===== config.mk =====
export PLATFORM = sky130hd
export DESIGN_NAME = gpio_io_logic
export DESIGN_NICKNAME = d
export VERILOG_FILES = /design/src/include/gpio_pkg.sv /design/src/include/gpio_edge_if.sv /design/src/hw/gpio_edge_detect.sv /design/src/hw/gpio_io_logic.sv /design/src/hw/gpio_rx_path.sv
export VERILOG_INCLUDE_DIRS = /design/src /design/src/include
export SDC_FILE = /design/constraint.sdc
export NUM_CORES = 1
export LEC_CHECK = 0
export BUFFER_PORTS_ARGS = -buffer_cell sky130_fd_sc_hd__buf_4
export CORE_MARGIN = 2
export CORE_UTILIZATION = 45
export DETAILED_ROUTE_END_ITERATION = 12
export GPL_ROUTABILITY_DRIVEN = 0
export PLACE_DENSITY = 0.87
export SLEW_MARGIN = 0
export SYNTH_ARGS = -nofsm -noshare
export SYNTH_HDL_FRONTEND = slang
export SYNTH_SLANG_ARGS = --single-unit

===== constraint.sdc =====
create_clock -name clk -period 1.65 [get_ports clk]
set_clock_uncertainty 0.1 [all_clocks]
set_input_delay 0.33 -clock clk [delete_from_list [all_inputs] [get_ports clk]]
set_output_delay 0.33 -clock clk [all_outputs]
set_load 0.05 [all_outputs]

===== src/include/gpio_cfg.svh =====
// Operation
// - input mode: receive path only, direct or registered on chosen receive clock edge
// - alternate input route comes straight from the pad, never registered
// - double rate input: one flop per receive clock edge, two bits to core
// - output mode: transmit path only, direct or registered on chosen transmit edge
// - output and bidirectional modes may invert the output value toward the pad
// - double rate output: flops per transmit edge, multiplexed onto one pad stream; here one data flop is reloaded on each transmit edge
// - bidirectional: receive, transmit and enable active, each on its own clock edge
// - receive registering chosen independently of transmit registering
// - output enable switches pad driver, optionally registered with transmit data
// - input register captures pad, output register holds core data for pad
// - clock output mode forwards core clock tree clock to the pad instead of data
// - during configuration every pin weak pull-up with driver off
// - in user operation an unused pin is tristated with weak pull-up
// - unused pin pull may be switched to weak pull-down by a setting
// - double rate input: bit 0 rising sample, bit 1 falling; single rate bit 0
// - double rate output: bit 0 on rising edge, bit 1 on falling; single rate bit 0
// - resync variant delays falling sample half a cycle, both bits at rising edge
`ifndef GPIO_CFG_SVH
`define GPIO_CFG_SVH

// ----------------------------------------------------------------------------
// register map
// ----------------------------------------------------------------------------
`define REG_CTRL_OFS        8'h00
`define REG_STATUS_OFS      8'h04
`define CTRL_RESET          32'h0000_0000

// ----------------------------------------------------------------------------
// control field positions
// ----------------------------------------------------------------------------
`define CTRL_MODE_LSB       0
`define CTRL_MODE_MSB       2
`define CTRL_RX_REG         3
`define CTRL_RX_EDGE        4
`define CTRL_TX_REG         5
`define CTRL_TX_EDGE        6
`define CTRL_OE_REG         7
`define CTRL_OE_EDGE        8
`define CTRL_INVERT         9
`define CTRL_DDR_IN         10
`define CTRL_RESYNC         11
`define CTRL_DDR_OUT        12
`define CTRL_PULL_DOWN      13
`define CTRL_USED_MSB       13

// ----------------------------------------------------------------------------
// status field positions
// ----------------------------------------------------------------------------
`define STAT_PAD_IN         0
`define STAT_RX_RISE        1
`define STAT_RX_FALL        2
`define STAT_TX_VAL         3
`define STAT_DRIVING        4
`define STAT_CONFIG         5
`define STAT_USED_MSB       5

`endif


===== src/include/gpio_pkg.sv =====
package gpio_pkg;

	// pin mode, encoded in the low bits of the control register
	typedef enum logic [2:0] {
		MODE_UNUSED,
		MODE_INPUT,
		MODE_OUTPUT,
		MODE_BIDIR,
		MODE_CLKOUT
	} gpio_mode_t;

	typedef logic [7:0]  reg_addr_t;
	typedef logic [31:0] reg_word_t;

	// pick the enable pulse of the selected edge: 0 rising, 1 falling
	function automatic logic pick_edge(input logic fall_sel, input logic rise,
		input logic fall);
		return fall_sel ? fall : rise;
	endfunction : pick_edge

endpackage : gpio_pkg

===== src/include/gpio_edge_if.sv =====
`timescale 1ns/100ps
// edge pulses of one sampled core clock, carried between modules
interface gpio_edge_if;
	logic level;
	logic rise;
	logic fall;

	modport src (output level, output rise, output fall);
	modport dst (input level, input rise, input fall);
endinterface : gpio_edge_if


===== src/hw/gpio_edge_detect.sv =====
`timescale 1ns/100ps
// turns a sampled core clock into one-cycle rise and fall enable pulses
module gpio_edge_detect
	import gpio_pkg::*;
(
	input  wire logic   clk,
	input  wire logic   resetn,
	input  wire logic   clk_sample,
	gpio_edge_if.src    edge_o
);
	logic prev_q;
	logic prev_d;

	// ------------------------------------------------------------------------
	// previous level
	// ------------------------------------------------------------------------
	// one cycle of history is enough: the sample is synchronous to clk
	always_comb begin
		prev_d = clk_sample;
	end

	always_ff @(posedge clk or negedge resetn) begin
		if (!resetn) begin
			prev_q <= 1'b0;
		end else begin
			prev_q <= prev_d;
		end
	end

	// pulses last exactly one clk cycle
	assign edge_o.level = clk_sample;
	assign edge_o.rise  = clk_sample & ~prev_q;
	assign edge_o.fall  = ~clk_sample & prev_q;

endmodule : gpio_edge_detect


===== src/hw/gpio_io_logic.sv =====
`timescale 1ns/100ps
`include "gpio_cfg.svh"
// per-pin i/o logic between core fabric and pad
module gpio_io_logic
	import gpio_pkg::*;
(
	input  wire logic       clk,
	input  wire logic       resetn,
	// register port
	input  wire reg_addr_t  reg_addr,
	input  wire reg_word_t  reg_wdata,
	input  wire logic       reg_wr,
	input  wire logic       reg_rd,
	output reg_word_t       reg_rdata,
	// device state
	input  wire logic       config_active,
	// core fabric
	input  wire logic       receive_clock,
	input  wire logic       transmit_clock,
	input  wire logic       core_clock_tree,
	input  wire logic       rise_launch_bit,
	input  wire logic       fall_launch_bit,
	input  wire logic       core_oe,
	output logic            rise_sample_bit,
	output logic            fall_sample_bit,
	output logic            alternate_input_route,
	// pad
	input  wire logic       pad_in,
	output logic            pad_out,
	output logic            pad_oe_n,
	output logic            pad_pull_up,
	output logic            pad_pull_down
);

	// ------------------------------------------------------------------------
	// declarations
	// ------------------------------------------------------------------------
	reg_word_t  ctrl_q, ctrl_d;
	reg_word_t  rdata_q, rdata_d;
	logic       tx_q, tx_d;
	logic       oe_q, oe_d;
	logic       ck_q, ck_d;
	gpio_mode_t mode;
	logic       rx_on;
	logic       tx_on;
	logic       ck_on;
	logic       tx_val;
	logic       oe_val;
	logic       drive;
	logic       rx_rise_flop;
	logic       rx_fall_flop;

	gpio_edge_if rx_e ();
	gpio_edge_if tx_e ();

	// ------------------------------------------------------------------------
	// control field decode
	// ------------------------------------------------------------------------
	// codes above the last mode fall back to unused, so the pin stays quiet
	always_comb begin
		case (ctrl_q[`CTRL_MODE_MSB:`CTRL_MODE_LSB])
			3'h1: mode = MODE_INPUT;
			3'h2: mode = MODE_OUTPUT;
			3'h3: mode = MODE_BIDIR;
			3'h4: mode = MODE_CLKOUT;
			default: mode = MODE_UNUSED;
		endcase
	end

	// path enables per mode
	always_comb begin
		rx_on = 1'b0;
		tx_on = 1'b0;
		ck_on = 1'b0;
		case (mode)
			MODE_INPUT: begin
				rx_on = 1'b1;
			end
			MODE_OUTPUT: begin
				tx_on = 1'b1;
			end
			MODE_BIDIR: begin
				rx_on = 1'b1;
				tx_on = 1'b1;
			end
			MODE_CLKOUT: begin
				ck_on = 1'b1;
			end
			default: begin
				rx_on = 1'b0;
			end
		endcase
	end

	// ------------------------------------------------------------------------
	// clock edge pulses
	// ------------------------------------------------------------------------
	// both core clocks are sampled on clk, so they must run well below 12.5 MHz
	gpio_edge_detect u_rx_edges (
		.clk        (clk),
		.resetn     (resetn),
		.clk_sample (receive_clock),
		.edge_o     (rx_e)
	);

	gpio_edge_detect u_tx_edges (
		.clk        (clk),
		.resetn     (resetn),
		.clk_sample (transmit_clock),
		.edge_o     (tx_e)
	);

	// ------------------------------------------------------------------------
	// receive path
	// ------------------------------------------------------------------------
	gpio_rx_path u_rx (
		.clk             (clk),
		.resetn          (resetn),
		.rx_e            (rx_e),
		.pad_in          (pad_in),
		.rx_on           (rx_on),
		.rx_reg          (ctrl_q[`CTRL_RX_REG]),
		.rx_edge         (ctrl_q[`CTRL_RX_EDGE]),
		.ddr_in          (ctrl_q[`CTRL_DDR_IN]),
		.resync          (ctrl_q[`CTRL_RESYNC]),
		.rise_sample_bit (rise_sample_bit),
		.fall_sample_bit (fall_sample_bit),
		.rise_flop       (rx_rise_flop),
		.fall_flop       (rx_fall_flop)
	);

	// alternate route skips every flop; it feeds a reference input, not the core
	assign alternate_input_route = pad_in;

	// ------------------------------------------------------------------------
	// transmit, enable and clock forward flops
	// ------------------------------------------------------------------------
	// double rate output reuses the single data flop as the edge multiplexer
	always_comb begin
		tx_d = tx_q;
		oe_d = oe_q;
		ck_d = core_clock_tree;
		if (ctrl_q[`CTRL_DDR_OUT]) begin
			if (tx_e.rise) begin
				tx_d = rise_launch_bit;
			end else if (tx_e.fall) begin
				tx_d = fall_launch_bit;
			end
		end else if (pick_edge(ctrl_q[`CTRL_TX_EDGE], tx_e.rise, tx_e.fall)) begin
			tx_d = rise_launch_bit;
		end
		if (pick_edge(ctrl_q[`CTRL_OE_EDGE], tx_e.rise, tx_e.fall)) begin
			oe_d = core_oe;
		end
	end

	always_ff @(posedge clk or negedge resetn) begin
		if (!resetn) begin
			tx_q <= 1'b0;
			oe_q <= 1'b0;
			ck_q <= 1'b0;
		end else begin
			tx_q <= tx_d;
			oe_q <= oe_d;
			ck_q <= ck_d;
		end
	end

	// ------------------------------------------------------------------------
	// pad drive
	// ------------------------------------------------------------------------
	// transmit registering is independent of the receive choice
	always_comb begin
		tx_val = rise_launch_bit;
		if (ctrl_q[`CTRL_TX_REG] || ctrl_q[`CTRL_DDR_OUT]) begin
			tx_val = tx_q;
		end
		tx_val = tx_val ^ ctrl_q[`CTRL_INVERT];
	end

	// enable: output mode always drives, bidir follows the core enable
	always_comb begin
		oe_val = 1'b0;
		if (mode == MODE_OUTPUT || ck_on) begin
			oe_val = 1'b1;
		end else if (mode == MODE_BIDIR) begin
			oe_val = ctrl_q[`CTRL_OE_REG] ? oe_q : core_oe;
		end
	end

	// configuration overrides everything: driver off, pull-up only
	always_comb begin
		drive         = oe_val & ~config_active;
		pad_oe_n      = ~drive;
		pad_out       = 1'b0;
		pad_pull_up   = 1'b0;
		pad_pull_down = 1'b0;
		if (drive) begin
			pad_out = ck_on ? ck_q : tx_val;
		end
		if (config_active) begin
			pad_pull_up = 1'b1;
		end else if (!drive) begin
			pad_pull_up   = ~ctrl_q[`CTRL_PULL_DOWN];
			pad_pull_down = ctrl_q[`CTRL_PULL_DOWN];
		end
	end

	// ------------------------------------------------------------------------
	// register port
	// ------------------------------------------------------------------------
	// read data stand for one cycle only, zero otherwise and for unmapped reads
	always_comb begin
		ctrl_d  = ctrl_q;
		rdata_d = '0;
		if (reg_wr && reg_addr == `REG_CTRL_OFS) begin
			ctrl_d = '0;
			ctrl_d[`CTRL_USED_MSB:0] = reg_wdata[`CTRL_USED_MSB:0];
		end
		if (reg_rd) begin
			if (reg_addr == `REG_CTRL_OFS) begin
				rdata_d = ctrl_q;
			end else if (reg_addr == `REG_STATUS_OFS) begin
				rdata_d[`STAT_PAD_IN]  = pad_in;
				rdata_d[`STAT_RX_RISE] = rx_rise_flop;
				rdata_d[`STAT_RX_FALL] = rx_fall_flop;
				rdata_d[`STAT_TX_VAL]  = tx_q;
				rdata_d[`STAT_DRIVING] = drive;
				rdata_d[`STAT_CONFIG]  = config_active;
			end
		end
	end

	always_ff @(posedge clk or negedge resetn) begin
		if (!resetn) begin
			ctrl_q  <= `CTRL_RESET;
			rdata_q <= '0;
		end else begin
			ctrl_q  <= ctrl_d;
			rdata_q <= rdata_d;
		end
	end

	assign reg_rdata = rdata_q;

endmodule : gpio_io_logic


===== src/hw/gpio_rx_path.sv =====
`timescale 1ns/100ps
// receive side: direct, single edge registered, or double rate capture
module gpio_rx_path
	import gpio_pkg::*;
(
	input  wire logic   clk,
	input  wire logic   resetn,
	gpio_edge_if.dst    rx_e,
	input  wire logic   pad_in,
	input  wire logic   rx_on,
	input  wire logic   rx_reg,
	input  wire logic   rx_edge,
	input  wire logic   ddr_in,
	input  wire logic   resync,
	output logic        rise_sample_bit,
	output logic        fall_sample_bit,
	output logic        rise_flop,
	output logic        fall_flop
);
	logic rx_q, rx_d;
	logic rise_q, rise_d;
	logic fall_q, fall_d;
	logic fall_rs_q, fall_rs_d;

	// ------------------------------------------------------------------------
	// capture flops
	// ------------------------------------------------------------------------
	always_comb begin
		rx_d      = rx_q;
		rise_d    = rise_q;
		fall_d    = fall_q;
		fall_rs_d = fall_rs_q;
		if (pick_edge(rx_edge, rx_e.rise, rx_e.fall)) begin
			rx_d = pad_in;
		end
		if (rx_e.rise) begin
			rise_d    = pad_in;
			fall_rs_d = fall_q;
		end
		if (rx_e.fall) begin
			fall_d = pad_in;
		end
	end

	always_ff @(posedge clk or negedge resetn) begin
		if (!resetn) begin
			rx_q      <= 1'b0;
			rise_q    <= 1'b0;
			fall_q    <= 1'b0;
			fall_rs_q <= 1'b0;
		end else begin
			rx_q      <= rx_d;
			rise_q    <= rise_d;
			fall_q    <= fall_d;
			fall_rs_q <= fall_rs_d;
		end
	end

	// ------------------------------------------------------------------------
	// core-facing bits
	// ------------------------------------------------------------------------
	// the unregistered choice is a plain wire from the pad, so it has no latency
	always_comb begin
		rise_sample_bit = 1'b0;
		fall_sample_bit = 1'b0;
		if (rx_on) begin
			if (ddr_in) begin
				rise_sample_bit = rise_q;
				fall_sample_bit = resync ? fall_rs_q : fall_q;
			end else begin
				rise_sample_bit = rx_reg ? rx_q : pad_in;
			end
		end
	end

	assign rise_flop = rise_q;
	assign fall_flop = fall_q;

endmodule : gpio_rx_path


==> results.json, run 1 <==
{
  "regArea_um2": 927.1,
  "vias_per_cell": 4.728,
  "internal_power_uw": 1455,
  "grt_overflow": 0,
  "holdWs_ns": 0.04378,
  "required_ns": 1.22,
  "vias": 1267,
  "critPathKind": "flop to output port",
  "die_w_um": 66.70,
  "grt_use_total_pct": 18.59,
  "multi_input_area_um2": 850.8,
  "drv_slew": 0,
  "grt_pass1_wl_um": 5961,
  "yosysTopAreaCell": "dfrtp_1",
  "synthCells": 139,
  "firstDrtPassIters": 4,
  "clkSinkCount": 37,
  "placed_area_um2": 2337,
  "avgSynthCellArea_um2": 12.73,
  "cts_max_path_buffers": 2,
  "hold_viol": 0,
  "avgRoutedWirePerCell_um": 14.46,
  "fin_area_um2": 2608,
  "clkLatencyLatePin_ns": 0.29,
  "power_frac_clock_pct": 31.1,
  "n_fill_cell": 269,
  "fmax_mhz": 476.4,
  "power_frac_comb_pct": 19.5,
  "drtIter0Drc": 72,
  "finalSetupViolCount": 11,
  "crit_arrival_ns": 1.67,
  "ys.flop_type": "dfrtp_1",
  "areaGrowthSynthToFinish_pct": 47.38,
  "numCtsBuffers": 5,
  "drc": 0,
  "seqPwrFrac_pct": 49.3,
  "grt_pass1_vias": 1253,
  "p_sw_uw": 553.7,
  "syn_area_um2": 1769,
  "synth.top_cell.area_share_pct": 52.33,
  "utilization_pct": 70.17,
  "dp_hpwl_um": 2683,
  "cap_violations": 0,
  "p_sw_share_pct": 27.56,
  "ant_nets": 0,
  "dieHeight_um": 66.70,
  "diodes": 0,
  "hold_path.class": "input port to flop",
  "synth_area_leaders": "dfrtp_1 52%, mux2_4 8.5%, buf_4 8.1%, mux2_2 7.0%, and2_1 3.2%",
  "power_density_nw_per_um2": 770.4,
  "end_kind": "output port",
  "clkTransAtPathRegs_ns": 0.07,
  "ir_worst_vdd_mv": 0.5407,
  "crit_fanout": 2,
  "layout.nets": 272,
  "seq_area_frac_synth_pct": 52.33,
  "cp-start-kind": "flop",
  "violations": "setup timing",
  "routed_wl_um": 3874,
  "p_leak_uw": 0.001372,
  "synth-edff-count": 0,
  "die-area_um2": 4449,
  "yosysUniqueCellTypes": 31,
  "rsz0062_at_grt": "yes",
  "cts_tree": "built",
  "pin_count": 91,
  "cts_root_buf": "clkbuf_8",
  "status": "complete, but fails checks",
  "antenna_found_initial": 0,
  "pre_cts_slack_ns": -0.2931,
  "min_period_ns": 2.099,
  "ys_ff_latch": 37,
  "core_um2": 3716,
  "fin_ws_ns": -0.4489,
  "start_util_pct": 47.61,
  "rows": 22,
  "rr_worst_depth": 5,
  "synthArstFlopShare_pct": 100.0,
  "grt_max_degree": 38,
  "fin_crit_sh_pct": 127.2,
  "worstHoldPathCells": 1,
  "drive_gt1_share_pct": 56.82,
  "cts.htree.levels": 2,
  "yosysWarningCount": 0,
  "numPortBuffers": 54
}
[repair_timing]
item                                    CTS  global route
buffers inserted                          4             2
hold endpoints to repair                 37             0
gates cloned                              0             1
pin swaps                                 7            11
endpoints found under the setup margin    6            14
hold buffers                              1             0
resized for setup                        14            15
[kinds of logic (layout without fill, tap and decap cells)]
logic type	after synthesis	after routing	share of synthesized area, %
AO/OA/AOI/OAI	15	15	5.657
buffers and inverters	24	88	9.618
flip-flops	37	37	52.33
multiplexers	25	25	17.75
other	1	18	0.2120
AND/OR/NAND/NOR	37	37	14.43
[critical path, cell delays in order, from the launching register on]
cell and delay (ns):
dfrtp_1 0.42, mux2i_2 0.17, a21oi_2 0.22, o21ai_4 0.08, nor4bb_4 0.29, buf_6 0.20
[synthesized netlist by cell type, types with 4 or more instances]
cell     count
a22o_1       5
and2_1       9
nor2b_1      4
mux2_4      10
o21ai_0      5
buf_4       19
mux2i_1      4
mux2_2      11
dfrtp_1     37
nand2_1      4
[worst paths after layout]
check | endpoint | from | slack, ns
worst max register to register | reg_rdata[4] | ctrl_q[7] | 0.29
worst min register to register | oe_q | oe_q | 0.43
max in group asynchronous | ctrl_q[0] | resetn | 0.68
worst max-delay path | pad_out | ctrl_q[7] | -0.45
worst min-delay path | ck_q | core_clock_tree | 0.04
min in group asynchronous | u_rx.rise_flop | resetn | 0.43
[placed cells by master, fill, tap and decap left out, types with 2 or more instances in the layout]
cell / count
a21oi_1: 2
a22o_1: 5
and2_1: 9
buf_12: 2
buf_4: 65
buf_6: 7
buf_8: 2
clkbuf_8: 6
conb_1: 18
dfrtp_1: 36
inv_1: 2
mux2_2: 9
mux2_4: 12
mux2i_1: 3
nand2_1: 2
nand2_4: 2
nand2b_1: 3
nor2_1: 2
nor2b_1: 4
nor4_4: 2
o21ai_2: 2
[power by group through the flow]
| stage | clock network (uW) | registers (uW) | logic (uW) |
|---|---|---|---|
| 2_1_floorplan | 0 | 995 | 252 |
| 3_3_place_gp | 0 | 998 | 350 |
| 3_5_place_dp | 0 | 1000 | 357 |
| 4_1_cts | 633 | 986 | 382 |
| 5_1_grt | 683 | 996 | 418 |
| 6_report | 626 | 991 | 392 |
[area by class of cell]
| type | count | share of cell area, % |
|---|---|---|
| flip-flops and latches | 37 | 35.56 |
| multi-input cells | 95 | 32.63 |
| repair buffers | 78 | 25.77 |
| clock buffers | 7 | 3.311 |
| well taps | 48 | 2.303 |
| inverters | 3 | 0.4319 |
[stage by stage]
| stage | TNS (ns) | power, uW | cells |
|---|---|---|---|
| detailed placement | -6.971 | 1359 | 253 |
| finish | -1.668 | 2009 | 268 |
| global placement | -6.347 | 1349 | 253 |
| global route | -2.668 | 2097 | 268 |
| floorplan | -2.782 | 1247 | 156 |
| CTS | -1.576 | 2001 | 265 |
[metal layers]
layer,share of wire [%],track usage [%],vias to the layer above
li1,-,-,606
met1,40,22.42,609
met2,53,31.25,45
met3,5.0,4.561,7
met4,1.7,8.418,0
met5,0,0,-
Power figures use the tool's default switching activity.
==> run 2, diff against run 1 <==
Settings changed: ABC_AREA set to 1.
==> results.json, run 2 <==
{
  "drv_slew": 0,
  "final_cell_mix": "61 x nand2_1, 52 x buf_4, 37 x dfrtp_1",
  "min_period_ns": 1.903,
  "utilization_pct": 60.52,
  "routed_wl_um": 3673,
  "vias": 1499,
  "cts_tree": "built",
  "synthCells": 218,
  "fin_area_um2": 2386,
  "syn_area_um2": 1829,
  "seq_area_frac_synth_pct": 50.62,
  "numCtsBuffers": 5,
  "firstDrtPassIters": 4,
  "diodes": 0,
  "rsz0062_at_grt": "yes",
  "cts_root_buf": "clkbuf_8",
  "synth.top_cell.area_share_pct": 50.62,
  "ant_nets": 0,
  "pre_cts_slack_ns": 0.01357,
  "grt_pass1_vias": 1395,
  "antenna_found_initial": 0,
  "pin_count": 91,
  "fmax_mhz": 525.6,
  "ys_ff_latch": 37,
  "vias_per_cell": 4.556,
  "ys.flop_type": "dfrtp_1",
  "synth_area_leaders": "dfrtp_1 51%, nand2_1 13%, buf_4 7.8%, nand3_1 6.0%, inv_1 4.5%",
  "drive_gt1_share_pct": 32.62,
  "holdWs_ns": 0.04947,
  "ir_worst_vdd_mv": 0.3322,
  "n_fill_cell": 333,
  "cp-start-kind": "flop",
  "cts_max_path_buffers": 2,
  "areaGrowthSynthToFinish_pct": 30.44,
  "numPortBuffers": 54,
  "power_density_nw_per_um2": 811.9,
  "yosysTopAreaCell": "dfrtp_1",
  "violations": "setup timing",
  "crit_fanout": 4,
  "die-area_um2": 4591,
  "clkSinkCount": 37,
  "synthArstFlopShare_pct": 100.0,
  "clkTransAtPathRegs_ns": 0.07,
  "layout.nets": 331,
  "critPathKind": "flop to output port",
  "finalSetupViolCount": 6,
  "hold_path.class": "input port to flop",
  "grt_pass1_wl_um": 6016,
  "post_cts_buffers": 0,
  "fin_crit_sh_pct": 115.3,
  "cap_violations": 0,
  "core_um2": 3943,
  "clkLatencyLatePin_ns": 0.29,
  "die_w_um": 67.76,
  "avgRoutedWirePerCell_um": 11.16,
  "end_kind": "output port",
  "yosysWarningCount": 0,
  "yosysUniqueCellTypes": 21,
  "final_common_cell": "nand2_1",
  "avgSynthCellArea_um2": 8.391,
  "dp_hpwl_um": 2820,
  "hold_viol": 0,
  "dieHeight_um": 67.76,
  "drtIter0Drc": 82,
  "rows": 23,
  "p_leak_uw": 0.001298,
  "grt_overflow": 0,
  "finalPower_uw": 1937,
  "crit_arrival_ns": 1.47,
  "status": "complete, but fails checks",
  "drc": 0,
  "fin_ws_ns": -0.2527,
  "synthTopCellsByCount": "62 x nand2_1, 37 x dfrtp_1, 22 x inv_1, 22 x nand3_1, 19 x buf_4",
  "required_ns": 1.22,
  "cts.htree.levels": 2,
  "placed_area_um2": 2236,
  "yosysMostFrequentCell": "nand2_1",
  "start_util_pct": 46.40,
  "grt_use_total_pct": 17.81,
  "grt_max_degree": 38,
  "synth-edff-count": 0
}
run 2: changes by cell type in the layout (fill, tap and decap cells not counted), moves of 4 or more:
cell / previous run / this run
nand2_1: 2 / 61
nand3_1: 0 / 21
inv_1: 2 / 20
buf_4: 65 / 52
mux2_4: 12 / 0
nor2_1: 2 / 12
o21ai_0: 1 / 11
and2_1: 9 / 0
mux2_2: 9 / 0
nor2_2: 1 / 10
a22o_1: 5 / 0
nor2b_1: 4 / 0
run 2: kinds of logic after synthesis:
kind of cell           Yosys count  synth area share [%]
AO/OA/AOI/OAI                   19                 5.746
buffers and inverters           45                 14.36
flip-flops                      37                 50.62
other                            1                0.2050
AND/OR/NAND/NOR                116                 29.07
run 2: critical path, cell delays in order, from the launching register on:
cell and delay, ns:
dfrtp_1 0.41, nor2_1 0.11, nand2_1 0.09, nand2_1 0.08, inv_1 0.05, nand2_2 0.07, nand3_2 0.10, nor2_4 0.12
buf_8 0.15
run 2: worst paths after layout:
kind,from,to,slack (ns),cells after the start
min reg2reg,ctrl_q[11],ctrl_q[11],0.39,2
max,ctrl_q[1],pad_out,-0.25,8
min,core_clock_tree,ck_q,0.05,1
min in group asynchronous,resetn,u_tx_edges.prev_q,0.43,2
max in group asynchronous,resetn,u_rx.rise_flop,0.71,2
max reg2reg,ctrl_q[1],reg_rdata[4],0.44,8
run 2: area by class of cell:
class / instances / area (um^2) / area share, %
Timing Repair Buffer: 60 / 483.0 / 20.24
Clock buffer: 7 / 86.33 / 3.618
Tap cell: 50 / 62.56 / 2.622
Sequential cell: 37 / 925.9 / 38.80
Inverter: 22 / 82.58 / 3.461
Multi-Input combinational cell: 153 / 745.7 / 31.25
run 2: per-stage QoR:
| step | instances | setup TNS [ns] |
|---|---|---|
| 3_5_place_dp | 321 | 0 |
| 2_1_floorplan | 235 | -0.3206 |
| 6_report | 329 | -1.211 |
| 3_3_place_gp | 321 | 0 |
| 4_1_cts | 329 | -1.328 |
| 5_1_grt | 329 | -1.796 |
run 2: what timing repair did:
action | CTS | global route
gates resized for setup | 12 | 4
hold buffers | 1 | 0
pin swaps | 2 | 1
endpoints found under the hold margin | 37 | 0
setup endpoints to repair | 6 | 6
cloned | 0 | 0
run 2: metal layers:
metal / GRT usage, % / vias to the layer above / routed length [um]
li1: - / 756 / -
met4: 7.653 / 0 / 73
met1: 19.85 / 687 / 1440
met2: 31.50 / 49 / 1912
met5: 0 / - / 0
met3: 5.000 / 7 / 246
run 2: report_power, final:
group	total [uW]	switching, uW	internal [uW]
sequential	978	30.5	947
clock	618	287	331
combinational	341	231	110
==> run 3, diff against run 2 <==
Settings changed: GPL_TIMING_DRIVEN set to 0.
==> results.json, run 3 (same netlist as run 2, synthesis figures left out) <==
{
  "status": "complete, but fails checks",
  "violations": "setup timing",
  "n_fill_cell": 308,
  "diodes": 0,
  "firstDrtPassIters": 4,
  "hold_path.class": "input port to flop",
  "reg2reg_to": "reg_rdata[4]",
  "fin_ws_ns": -0.2885,
  "core_um2": 3943,
  "fin_area_um2": 2590,
  "rr_worst_depth": 7,
  "crit_arrival_ns": 1.51,
  "hold_viol": 0,
  "routed_wl_um": 3885,
  "vias": 1598,
  "grt_overflow": 0,
  "cts_max_path_buffers": 2,
  "utilization_pct": 65.69,
  "grt_busiest_layer": "met2",
  "cap_violations": 0,
  "grtUsageMet3_pct": 2.667,
  "dieHeight_um": 67.76,
  "layout.nets": 358,
  "r2r_setup_slack_ns": 0.48,
  "drive_gt1_share_pct": 38.56,
  "clkTransAtPathRegs_ns": 0.06,
  "avgRoutedWirePerCell_um": 10.91,
  "areaGrowthSynthToFinish_pct": 41.59,
  "final_common_cell": "buf_4",
  "drtIter0Drc": 72,
  "finalPower_uw": 1985,
  "grt.met2_usage_pct": 28.06,
  "dp_hpwl_um": 2877,
  "cp-start-kind": "flop",
  "grt_pass1_vias": 1401,
  "numPortBuffers": 54,
  "crit_end": "pad_out",
  "finalSetupViolCount": 6,
  "ir_worst_vdd_mv": 0.3776,
  "pin_count": 91,
  "clkSinkCount": 37,
  "ant_nets": 0,
  "p_leak_uw": 0.001431,
  "critPathKind": "flop to output port",
  "cts.htree.levels": 2,
  "end_kind": "output port",
  "cts_tree": "built",
  "numCtsBuffers": 5,
  "met1_usage_pct": 21.04,
  "drv_slew": 0,
  "die_w_um": 67.76,
  "grt_pass1_wl_um": 5830,
  "start_util_pct": 46.40,
  "placed_area_um2": 2379,
  "drc": 0,
  "grt_use_total_pct": 17.14,
  "rsz0062_at_grt": "yes",
  "min_period_ns": 1.938,
  "required_ns": 1.22,
  "regArea_um2": 925.9,
  "crit_start": "ctrl_q[2]",
  "antenna_found_initial": 0,
  "grt_max_degree": 38,
  "fmax_mhz": 515.9,
  "clkLatencyLatePin_ns": 0.29,
  "die-area_um2": 4591,
  "rows": 23,
  "cts_root_buf": "clkbuf_8",
  "holdWs_ns": 0.05446,
  "multi_input_area_um2": 743.2,
  "crit_fanout": 5,
  "rr_startpoint": "ctrl_q[2]",
  "final_cell_mix": "76 x buf_4, 60 x nand2_1, 37 x dfrtp_1",
  "vias_per_cell": 4.489,
  "pre_cts_slack_ns": -0.1322,
  "power_density_nw_per_um2": 766.5,
  "fin_crit_sh_pct": 117.5
}
run 3: final cells by class:
type | instances | area share (%)
Timing Repair Buffer | 64 | 19.66
Buffer | 23 | 6.957
Clock buffer | 7 | 3.333
Sequential cell | 37 | 35.75
Tap cell | 50 | 2.415
Multi-Input combinational cell | 153 | 28.70
Inverter | 22 | 3.188
run 3: per-stage QoR:
stage | instances | setup TNS (ns)
CTS | 353 | -0.9025
detailed placement | 339 | -0.1322
finish | 356 | -1.026
global route | 356 | -1.475
global placement | 339 | -0.1236
floorplan | 235 | -0.3206
run 3: layer usage:
| layer | routed length [um] | up-vias |
|---|---|---|
| met2 | 1983 | 63 |
| met1 | 1568 | 712 |
| li1 | - | 817 |
| met4 | 63 | 0 |
| met3 | 269 | 6 |
| met5 | 0 | - |
run 3: how the worst min path moves through the flow:
stage,startpoint,end,slack [ns],cells past startpoint
after floorplan,resetn,ck_q,-0.07,0
after global placement,resetn,reg_rdata[6],0.20,1
after detailed placement,resetn,reg_rdata[6],0.21,1
after CTS,core_clock_tree,ck_q,0.05,1
after global routing,core_clock_tree,ck_q,0.04,1
final,core_clock_tree,ck_q,0.05,1
run 3: report_power, final:
| group | internal, uW | switching, uW | leakage [uW] |
|---|---|---|---|
| clock network | 331 | 288 | 0.0000443 |
| logic | 148 | 240 | 0.000891 |
| registers | 947 | 30.8 | 0.000495 |
| total | 1430 | 559 | 0.00143 |
run 3: timing repair:
action,4_1_cts,5_1_grt
hold buffers,1,0
pin swaps,2,2
endpoints found under the hold margin,37,0
resized for setup,12,4
buffers inserted,6,3
setup endpoints to repair,6,6
run 3: worst max-delay path: stages (launching register included):
cell and delay [ns]:
dfrtp_1 0.41, inv_2 0.08, nand2_2 0.07, nor2_1 0.10, nand2_1 0.09, nand2_4 0.11, nand3_2 0.09, nor2_4 0.11
buf_8 0.15
